===== src/verilog/idc_map.vh =====
// Purpose: Register indices, field positions and reset values of the idle control block
// Assumes: Register byte address is four times its index
// Notes: Definitions only
`ifndef IDC_MAP_VH
`define IDC_MAP_VH

// Register indices
`define IDC_IDX_CONFIG 18'h0_0001
`define IDC_IDX_STATUS 18'h0_0002
`define IDC_IDX_PMASK 18'h0_9400
`define IDC_IDX_IRQ_STAT 18'h0_0010
`define IDC_IDX_IRQ_MASK 18'h0_0011

// Field positions, shared by config and status up to bit 8; CLKEXT is config only
`define IDC_BIT_CPU 0
`define IDC_BIT_MASTER 1
`define IDC_BIT_INSTRUCTION_CACHE 2
`define IDC_BIT_PERIPHERAL_GROUP_IDLE_REQUEST 3
`define IDC_BIT_CLKGEN 4
`define IDC_BIT_EXTERNAL_MEMORY_INTERFACE 5
`define IDC_BIT_XPORT 6
`define IDC_BIT_MPORT 7
`define IDC_BIT_IPORT 8
`define IDC_BIT_CLKEXT 9

// Writable masks
`define IDC_CONFIG_WMASK 16'h0_3FF
`define IDC_PMASK_WMASK 16'h3_FFF
`define IDC_IRQ_WMASK 2'h3

// Values needed by clock generator idle, apart from its own bit
`define IDC_CLK_COMPANIONS 10'h3_E7

// Interrupt status bits
`define IDC_IRQ_BUS_ERROR 0
`define IDC_IRQ_IDLE_ENTERED 1

// Reset values
`define IDC_CONFIG_RESET 16'h0_000
`define IDC_STATE_RESET 9'h0_00
`define IDC_PMASK_RESET 16'h0_000
`define IDC_IRQ_RESET 2'h0

`endif


===== src/verilog/idc_top.v =====
// Purpose: Idle domain configuration with idle entry, check and status over APB
// Assumes: Runs on an always-on clock; IDLE_EXEC and WAKE_REQ are one-cycle same-clock pulses
// Notes: Domain outputs are levels held until WAKE_REQ or the next IDLE_EXEC; PERIPH_IDLE also follows PMASK writes
//
// Our own choices: the APB register port and the placing of the registers.
`timescale 1ns/100ps
`include "idc_map.vh"

module idc_top #(
    parameter PMASK_W = 14
) (
    input wire CLK,
    input wire RST_N,
    input wire [17:0] PADDR,
    input wire PSEL,
    input wire PENABLE,
    input wire PWRITE,
    input wire [31:0] PWDATA,
    output reg [31:0] PRDATA,
    output reg PREADY,
    output reg PSLVERR,
    input wire IDLE_EXEC,
    input wire WAKE_REQ,
    output reg CPU_IDLE,
    output reg MASTER_PERIPH_IDLE,
    output reg INSTRUCTION_CACHE_IDLE,
    output reg [PMASK_W-1:0] PERIPH_IDLE,
    output reg CLKGEN_IDLE,
    output reg SYSCLK_STOP,
    output reg EXTERNAL_MEMORY_INTERFACE_IDLE,
    output reg XPORT_IDLE,
    output reg MPORT_IDLE,
    output reg IPORT_IDLE,
    output reg BUS_ERROR_IRQ,
    output reg IRQ
);

    reg [15:0] config_reg;
    reg [15:0] config_next;
    reg [8:0] state_reg;
    reg [8:0] state_next;
    reg [15:0] pmask_reg;
    reg [15:0] pmask_next;
    reg [1:0] irq_stat_reg;
    reg [1:0] irq_stat_next;
    reg [1:0] irq_mask_reg;
    reg [1:0] irq_mask_next;
    reg [31:0] rdata_next;
    reg slverr_next;
    reg [PMASK_W-1:0] periph_next;

    wire access_phase;
    wire done;
    wire wr_done;
    wire rd_done;
    wire clk_req;
    wire companions_ok;
    wire bus_error;
    wire idle_ok;
    wire [1:0] irq_set;
    wire [1:0] irq_clr;

    // Index from a word-aligned byte address
    function [17:0] idc_index;
        input [17:0] addr;
        begin
            idc_index = {2'b00, addr[17:2]};
        end
    endfunction

    function idc_hit;
        input [17:0] addr;
        input [17:0] index;
        begin
            idc_hit = (idc_index(addr) == index) && (addr[1:0] == 2'b00);
        end
    endfunction

    function idc_mapped;
        input [17:0] addr;
        begin
            if (idc_hit(addr, `IDC_IDX_CONFIG)) begin
                idc_mapped = 1'b1;
            end else if (idc_hit(addr, `IDC_IDX_STATUS)) begin
                idc_mapped = 1'b1;
            end else if (idc_hit(addr, `IDC_IDX_PMASK)) begin
                idc_mapped = 1'b1;
            end else if (idc_hit(addr, `IDC_IDX_IRQ_STAT)) begin
                idc_mapped = 1'b1;
            end else if (idc_hit(addr, `IDC_IDX_IRQ_MASK)) begin
                idc_mapped = 1'b1;
            end else begin
                idc_mapped = 1'b0;
            end
        end
    endfunction

    // One wait state: PREADY rises in the second access cycle
    assign access_phase = PSEL && PENABLE && !PREADY;
    assign done = PSEL && PENABLE && PREADY;
    assign wr_done = done && PWRITE && !PSLVERR;
    assign rd_done = done && !PWRITE && !PSLVERR;

    assign clk_req = config_reg[`IDC_BIT_CLKGEN];
    // Extended bit and all port and core bits must accompany the clock request
    assign companions_ok = ((config_reg[9:0] & `IDC_CLK_COMPANIONS)
                           == `IDC_CLK_COMPANIONS);
    assign bus_error = IDLE_EXEC && clk_req && !companions_ok;
    assign idle_ok = IDLE_EXEC && !bus_error;

    assign irq_set[`IDC_IRQ_BUS_ERROR] = bus_error;
    assign irq_set[`IDC_IRQ_IDLE_ENTERED] = idle_ok;
    // Reading the interrupt status clears it; a new event still wins
    assign irq_clr = (rd_done && idc_hit(PADDR, `IDC_IDX_IRQ_STAT)) ? 2'b11 : 2'b00;

    // Bus side
    always @* begin
        rdata_next = 32'h0000_0000;
        slverr_next = 1'b0;
        if (access_phase) begin
            slverr_next = !idc_mapped(PADDR);
            if (idc_hit(PADDR, `IDC_IDX_CONFIG)) begin
                rdata_next = {16'h0000, config_reg};
            end else if (idc_hit(PADDR, `IDC_IDX_STATUS)) begin
                rdata_next = {23'h00_0000, state_reg};
            end else if (idc_hit(PADDR, `IDC_IDX_PMASK)) begin
                rdata_next = {16'h0000, pmask_reg};
            end else if (idc_hit(PADDR, `IDC_IDX_IRQ_STAT)) begin
                rdata_next = {30'h0000_0000, irq_stat_reg};
            end else if (idc_hit(PADDR, `IDC_IDX_IRQ_MASK)) begin
                rdata_next = {30'h0000_0000, irq_mask_reg};
            end else begin
                rdata_next = 32'h0000_0000;
            end
        end
    end

    // Register writes
    always @* begin
        config_next = config_reg;
        pmask_next = pmask_reg;
        irq_mask_next = irq_mask_reg;
        if (wr_done) begin
            // Storing config requests has no effect on the domains yet; a PMASK write regates PERIPH_IDLE one clock after pmask_reg updates
            if (idc_hit(PADDR, `IDC_IDX_CONFIG)) begin
                config_next = PWDATA[15:0] & `IDC_CONFIG_WMASK;
            end else if (idc_hit(PADDR, `IDC_IDX_PMASK)) begin
                pmask_next = PWDATA[15:0] & `IDC_PMASK_WMASK;
            end else if (idc_hit(PADDR, `IDC_IDX_IRQ_MASK)) begin
                irq_mask_next = PWDATA[1:0] & `IDC_IRQ_WMASK;
            end else begin
                config_next = config_reg;
            end
        end
    end

    // Idle entry and wake
    always @* begin
        state_next = state_reg;
        if (WAKE_REQ) begin
            state_next = `IDC_STATE_RESET;
        end else if (idle_ok) begin
            // Config bits latch into the domain state only on the idle instruction
            state_next = config_reg[8:0];
        end else if (bus_error) begin
            state_next = `IDC_STATE_RESET;
        end
    end

    always @* begin
        irq_stat_next = (irq_stat_reg & ~irq_clr) | irq_set;
    end

    // Peripheral gating by mask, one bit each
    genvar gi;
    generate
        for (gi = 0; gi < PMASK_W; gi = gi + 1) begin : g_periph
            always @* begin
                periph_next[gi] = state_next[`IDC_BIT_PERIPHERAL_GROUP_IDLE_REQUEST] && pmask_reg[gi];
            end
        end
    endgenerate

    // Software-visible registers, one process each
    always @(posedge CLK or negedge RST_N) begin
        if (!RST_N) begin
            config_reg <= `IDC_CONFIG_RESET;
        end else begin
            config_reg <= config_next;
        end
    end

    always @(posedge CLK or negedge RST_N) begin
        if (!RST_N) begin
            state_reg <= `IDC_STATE_RESET;
        end else begin
            state_reg <= state_next;
        end
    end

    always @(posedge CLK or negedge RST_N) begin
        if (!RST_N) begin
            pmask_reg <= `IDC_PMASK_RESET;
        end else begin
            pmask_reg <= pmask_next;
        end
    end

    always @(posedge CLK or negedge RST_N) begin
        if (!RST_N) begin
            irq_stat_reg <= `IDC_IRQ_RESET;
        end else begin
            irq_stat_reg <= irq_stat_next;
        end
    end

    always @(posedge CLK or negedge RST_N) begin
        if (!RST_N) begin
            irq_mask_reg <= `IDC_IRQ_RESET;
        end else begin
            irq_mask_reg <= irq_mask_next;
        end
    end

    always @(posedge CLK or negedge RST_N) begin
        if (!RST_N) begin
            PRDATA <= 32'h0000_0000;
            PREADY <= 1'b0;
            PSLVERR <= 1'b0;
        end else begin
            PRDATA <= rdata_next;
            PREADY <= access_phase;
            PSLVERR <= slverr_next;
        end
    end

    // Domain outputs follow the next state so they align with the status register
    always @(posedge CLK or negedge RST_N) begin
        if (!RST_N) begin
            CPU_IDLE <= 1'b0;
        end else begin
            CPU_IDLE <= state_next[`IDC_BIT_CPU];
        end
    end

    always @(posedge CLK or negedge RST_N) begin
        if (!RST_N) begin
            MASTER_PERIPH_IDLE <= 1'b0;
        end else begin
            MASTER_PERIPH_IDLE <= state_next[`IDC_BIT_MASTER];
        end
    end

    always @(posedge CLK or negedge RST_N) begin
        if (!RST_N) begin
            INSTRUCTION_CACHE_IDLE <= 1'b0;
        end else begin
            INSTRUCTION_CACHE_IDLE <= state_next[`IDC_BIT_INSTRUCTION_CACHE];
        end
    end

    always @(posedge CLK or negedge RST_N) begin
        if (!RST_N) begin
            PERIPH_IDLE <= {PMASK_W{1'b0}};
        end else begin
            PERIPH_IDLE <= periph_next;
        end
    end

    always @(posedge CLK or negedge RST_N) begin
        if (!RST_N) begin
            CLKGEN_IDLE <= 1'b0;
        end else begin
            CLKGEN_IDLE <= state_next[`IDC_BIT_CLKGEN];
        end
    end

    // Clock generator idle is the deepest state: system clock halts
    always @(posedge CLK or negedge RST_N) begin
        if (!RST_N) begin
            SYSCLK_STOP <= 1'b0;
        end else begin
            SYSCLK_STOP <= state_next[`IDC_BIT_CLKGEN];
        end
    end

    always @(posedge CLK or negedge RST_N) begin
        if (!RST_N) begin
            EXTERNAL_MEMORY_INTERFACE_IDLE <= 1'b0;
        end else begin
            EXTERNAL_MEMORY_INTERFACE_IDLE <= state_next[`IDC_BIT_EXTERNAL_MEMORY_INTERFACE];
        end
    end

    always @(posedge CLK or negedge RST_N) begin
        if (!RST_N) begin
            XPORT_IDLE <= 1'b0;
        end else begin
            XPORT_IDLE <= state_next[`IDC_BIT_XPORT];
        end
    end

    always @(posedge CLK or negedge RST_N) begin
        if (!RST_N) begin
            MPORT_IDLE <= 1'b0;
        end else begin
            MPORT_IDLE <= state_next[`IDC_BIT_MPORT];
        end
    end

    always @(posedge CLK or negedge RST_N) begin
        if (!RST_N) begin
            IPORT_IDLE <= 1'b0;
        end else begin
            IPORT_IDLE <= state_next[`IDC_BIT_IPORT];
        end
    end

    // One-cycle pulse per rejected idle instruction
    always @(posedge CLK or negedge RST_N) begin
        if (!RST_N) begin
            BUS_ERROR_IRQ <= 1'b0;
        end else begin
            BUS_ERROR_IRQ <= bus_error;
        end
    end

    // Built from next values so the level matches the status a read would see
    always @(posedge CLK or negedge RST_N) begin
        if (!RST_N) begin
            IRQ <= 1'b0;
        end else begin
            IRQ <= |(irq_stat_next & irq_mask_next);
        end
    end

endmodule // idc_top


===== config.mk =====
export PLATFORM = sky130hd
export DESIGN_NAME = idc_top
export DESIGN_NICKNAME = d
export VERILOG_FILES = /design/src/verilog/idc_top.v
export VERILOG_INCLUDE_DIRS = /design/src /design/src/verilog
export SDC_FILE = /design/constraint.sdc
export NUM_CORES = 1
export LEC_CHECK = 0
export ABC_AREA = 0
export BUFFER_PORTS_ARGS = -buffer_cell sky130_fd_sc_hd__buf_2
export CAP_MARGIN = 20
export CORE_ASPECT_RATIO = 0.75
export CORE_MARGIN = 3
export CORE_UTILIZATION = 44
export DETAILED_ROUTE_END_ITERATION = 16
export MAX_ROUTING_LAYER = met4
export PLACE_DENSITY = 0.77
export SYNTH_ARGS = -nofsm -noshare
export SYNTH_HDL_FRONTEND = slang
export SYNTH_SLANG_ARGS = --single-unit

===== constraint.sdc =====
create_clock -name CLK -period 1.6 [get_ports CLK]
set_input_delay 0 -clock CLK [delete_from_list [all_inputs] [get_ports CLK]]
set_output_delay 0 -clock CLK [all_outputs]
set_load 0.1 [all_outputs]

=== Yosys cells after proc, flatten, opt, wreduce, memory -nomap -nowiden ===
Cells that the tools add are included.

* Input bits: 57
* Logic and storage cells: 91
* Output and inout port bits: 59
* Bits in registers: 95

* Equality and inequality tests: 6
* Bitwise logic cells: 5
* Multiplexer cells: 21
* Reduce and logical (&&, ||, !) cells: 40

{| class="wikitable"
|+ Operators with widths
! cell !! number
|-
| 14-bit 2-to-1 mux || 3
|-
| 16-bit by 5-bit equality test with 1-bit output, second input constant || 2
|-
| 32-bit 2-to-1 mux || 1
|-
| 1-bit logical AND || 30
|-
| 9-bit 2-to-1 mux || 3
|-
| 16-bit by 1-bit equality test with 1-bit output, second input constant || 1
|-
| 16-bit equality test, second input constant || 1
|-
| 16-bit by 2-bit equality test with 1-bit output, second input constant || 1
|-
| 2-bit 2-to-1 mux || 7
|-
| 8-bit equality test, second input constant || 1
|-
| 1-bit 2-to-1 mux || 7
|-
| 1-bit zero test || 6
|-
| 2-bit bitwise AND || 2
|-
| 3-bit AND reduction || 1
|-
| 2-bit zero test || 1
|-
| 2-bit NOT || 1
|-
| 2-bit OR || 1
|-
| 2-bit AND reduction || 1
|-
| 2-bit OR reduction || 1
|-
| 1-bit NOT || 1
|}

=== Longest topological paths before layout ===
* Depth after elaboration: 11
* Gate-level depth with buffers: 7
* Gate-level depth less buffers: 5

=== Least setup slack after synthesis ===
Ideal clock, no wire load.

* Path type: register to register
* Start: register PREADY
* End: register pmask_reg[10]
* Path buffers: 1
* Required time: 1475 ps
* Cell stages (with the launch flop): 7
* Arrival: 2139 ps
* Clock period less this slack: 2264 ps
* Setup time: 125 ps
* Slack: -664 ps
* Cell sequence: dfrtp_1 nand4b_1 inv_1 nand2_1 nor3_4 buf_8 mux2_4

* Cells in the longest elaborated chain, start to end: 4

{| class="wikitable"
|+ RTL lines
! item !! RTL line !! RTL
|-
| start: declaration || idc_top.v:20 || <nowiki>output reg PREADY,</nowiki>
|-
| start signal: assignment || idc_top.v:232 || <nowiki>PREADY <= access_phase;</nowiki>
|-
| 1-bit logical AND || idc_top.v:100 || <nowiki>assign done = PSEL && PENABLE && PREADY;</nowiki>
|-
| 1-bit logical AND (2 in series) || idc_top.v:101 || <nowiki>assign wr_done = done && PWRITE && !PSLVERR;</nowiki>
|-
| 3-bit AND reduction (no line) || - ||
|-
| end signal: assignment || idc_top.v:203 || <nowiki>pmask_reg <= `IDC_PMASK_RESET;</nowiki>
|-
| end signal: assignment || idc_top.v:205 || <nowiki>pmask_reg <= pmask_next;</nowiki>
|-
| end: declaration || idc_top.v:42 || <nowiki>reg [15:0] pmask_reg;</nowiki>
|}

Every way passes these cells.
A chain may end at the register's enable or synchronous reset.

=== Final worst setup path ===
* Start: register PSLVERR
* End: register IRQ

* Elaborated cells between the ends (all ways): 11
* Classes of those cells: 2 x mux; 4 x bitwise; 5 x reduce/logical

{| class="wikitable"
|+ RTL lines
! item !! RTL line !! RTL
|-
| start: declaration || idc_top.v:21 || <nowiki>output reg PSLVERR,</nowiki>
|-
| start signal: assignment || idc_top.v:233 || <nowiki>PSLVERR <= slverr_next;</nowiki>
|-
| 1-bit zero test || idc_top.v:101 ||
|-
| 1-bit logical AND || idc_top.v:101 ||
|-
| 2-bit 2-to-1 mux || idc_top.v:143 || <nowiki>if (wr_done) begin</nowiki>
|-
| named net irq_mask_next[1] || idc_top.v:47 || <nowiki>reg [1:0] irq_mask_next;</nowiki>
|-
| 2-bit bitwise AND || idc_top.v:333 || <nowiki>IRQ <= |(irq_stat_next & irq_mask_next);</nowiki>
|-
| 2-bit OR reduction || idc_top.v:333 ||
|-
| end signal: assignment || idc_top.v:333 ||
|-
| end: declaration || idc_top.v:35 || <nowiki>output reg IRQ</nowiki>
|}

The timed path passes the listed nets, and every way through them passes these cells.

==> impl_metrics.toml <==
[status]
run_status = "complete, but fails checks"
violations = "negative setup slack"

[sta]
final.setup.tns_ns = -3.37
max_freq_ghz = 0.557
postLayoutSetupSlackWorst_ns = -0.195
slew_headroom = 0.571
finalCriticalPeriod_ns = 1.79
setup_viol = 27
hold_violations = 0
fin_worst_skew_ns = 0.00953
rsz0062_at_grt = "true"
maxSlewViolCount = 0
period_share = 1.12
worst_pin_slew_ns = 0.643

[floorplan]
dieWidth_um = 102
die_area_um2 = 7950
die_h_um = 78.0
io_pins = 116
coreArea_um2 = 6510
num_rows = 25
start_util = 0.467

[worst_setup_path]
crit_slowest_cell = "dfrtp_4"
critPathTopFamily = "flip-flops"
start_kind = "flip-flop"
cp.arrival_ns = 2.04
slowest_delay_ns = 0.47
path_buf_inv = 1
critPathMaxFanout = 2
cp-end-kind = "flip-flop"
critical_path_class = "flip-flop to flip-flop"
path_cells = "nand4b_1, buf_4, nor2_2, nand4_1, mux2_4, a2bb2o_4"
required_ns = 1.84

[power]
finalPower_mw = 3.51
p_leak_nw = 2.18
pwr_density_cell_nw_per_um2 = 864
vdd_drop_max_v = 0.000574

[final_layout]
layout.nets = 422
area_growth_pct = 33.6
fin_area_um2 = 4060
post-route-util = 0.624
final_common_cell = "buf_2"
final_cell_mix = "79 x buf_2, 67 x dfrtp_1, 25 x mux2_4, 21 x nor2_1, 21 x buf_4"
antenna_cells = 0
post_route_cells_drive_above_1_share = 0.436

[cts]
cts.sinks = 69
htree_levels = 3
clk_path_buf_depth = 2
cts_tree = "done"
numCtsBuffers = 9
clk_pin_slew_ns = 0.07
clockRootBuffer = "clkbuf_8"
worstSkewPairLatency_ns = 0.34

[routing]
wl_per_cell_um = 16.4
num_vias = 2257
dr.pass1.iters = 4
viasPerCell = 5.02
initialDrtViolationCount = 95
routed_wl_mm = 7.40
drcViolationCount = 0
postRouteAntennaNets = 0

[place]
dpl_cell_area_um2 = 3670
routabilityCongestion = 0.831
dpl.hpwl_mm = 5.16
port_buffers = 79

[global_route]
grt_max_degree = 34
grtUsageTotal = 0.197
grt_pass1_wl_mm = 11.5
grt_pass1_vias = 2302
antenna_found_initial = 0
overflow = 0

[yosys]
syn_area_per_cell_um2 = 12.4
yosys.area.top_type = "dfrtp_1"
yosysWarnings = 0
synthCells = 245
syn_area_um2 = 3040
synth.area.top_cells = "dfrtp_1 57%, mux2_2 5.9%, mux2_4 4.9%, buf_4 4.7%, and2_1 3.3%"
ys_seq_area_frac = 0.568
synth_top_area_frac = 0.568
ys_types = 41
synth-seq-cells = 69

[hold_path]
hold_path.class = "primary input to flip-flop"

[run]
maxCapViolations = 0
-- metrics by stage --
step,std cells,setup slack [ns],hold WS [ns]
after floorplan,262,-0.308,-0.296
after global placement,417,-0.120,0.0449
after detailed placement,417,-0.164,0.0535
after CTS,448,-0.171,0.0491
after global routing,450,-0.267,0.0649
final,450,-0.195,0.0660
-- per-layer routing --
metal  track usage  vias to the layer above  wire (um)  share of wire
li1              -                     1053          -              -
met1         0.258                     1104       3380           0.46
met2         0.295                       94       3390           0.46
met3        0.0674                        6        578          0.078
met4        0.0524                        0         56         0.0076
met5             -                        -          0              0
-- Yosys cell counts --
cell and instances:
nand2_1 8, nand2b_1 1, mux2_4 10, and4b_1 1, nand4b_1 1, buf_4 19
nand4_1 6, nor2_4 1, and2_1 16, conb_1 1, and3_1 4, buf_2 3
o211ai_1 1, o32ai_1 1, a22oi_1 8, buf_8 1, nor2_1 23, buf_1 1
o21ai_0 4, a22o_1 1, and4_1 1, a2bb2o_4 1, mux2_2 16, nor2b_1 2
a32oi_1 1, dfrtp_1 69, nor3_1 3, clkbuf_1 5, inv_1 6, nor3_4 1
nor4_2 2, a21oi_1 2, or2_2 1, nand4_2 1, nor4_1 1, nand3_1 1
a31oi_1 1, and3_4 1, a2bb2oi_1 8, nand2_2 1, mux2i_1 10
-- where the power goes --
group	switching (mW)	total [mW]	internal [mW]
combinational	0.313	0.408	0.0955
sequential	0.00167	1.75	1.75
clock	0.649	1.35	0.703
-- area by class of cell --
class	count	area, um2
Clock buffer	10	128
Multi-Input combinational cell	158	1230
Inverter	6	22.5
Clock inverter	5	52.6
Fill cell	543	2440
Sequential cell	69	1730
Timing Repair Buffer	121	797
Tap cell	81	101
-- what timing repair did --
item                                   CTS  global route
pin swaps                                0             5
setup endpoints to repair               26            31
hold buffers                            15             0
endpoints found under the hold margin   52             0
gates resized for setup                  5             5
setup buffers                            1             2
-- logic make-up (layout without fill, tap and decap cells) --
group,after synthesis,count (layout),synth area share
simple gates,76,76,0.145
flops,69,69,0.568
mux,36,36,0.142
buf+inv,35,142,0.0716
compound gates,28,28,0.0725
other cells,1,18,0.00123
-- worst paths after layout --
path	cells after the start	endpoint	slack, ns	startpoint
max in group asynchronous	3	BUS_ERROR_IRQ	0.78	RST_N
setup / recovery	6	IRQ	-0.19	PSLVERR
min in group asynchronous	2	PERIPH_IDLE[9]	0.22	RST_N
hold reg to reg	1	PERIPH_IDLE[10]	0.51	pmask_reg[10]
setup reg to reg	6	IRQ	-0.19	PSLVERR
hold / removal	3	state_reg[1]	0.07	IDLE_EXEC
-- worst min-delay path, cell delays in order --
cell	delay (ns)
buf_2	0.20
mux2i_1	0.10
nor2_1	0.07
Power figures use the tool's default switching activity.
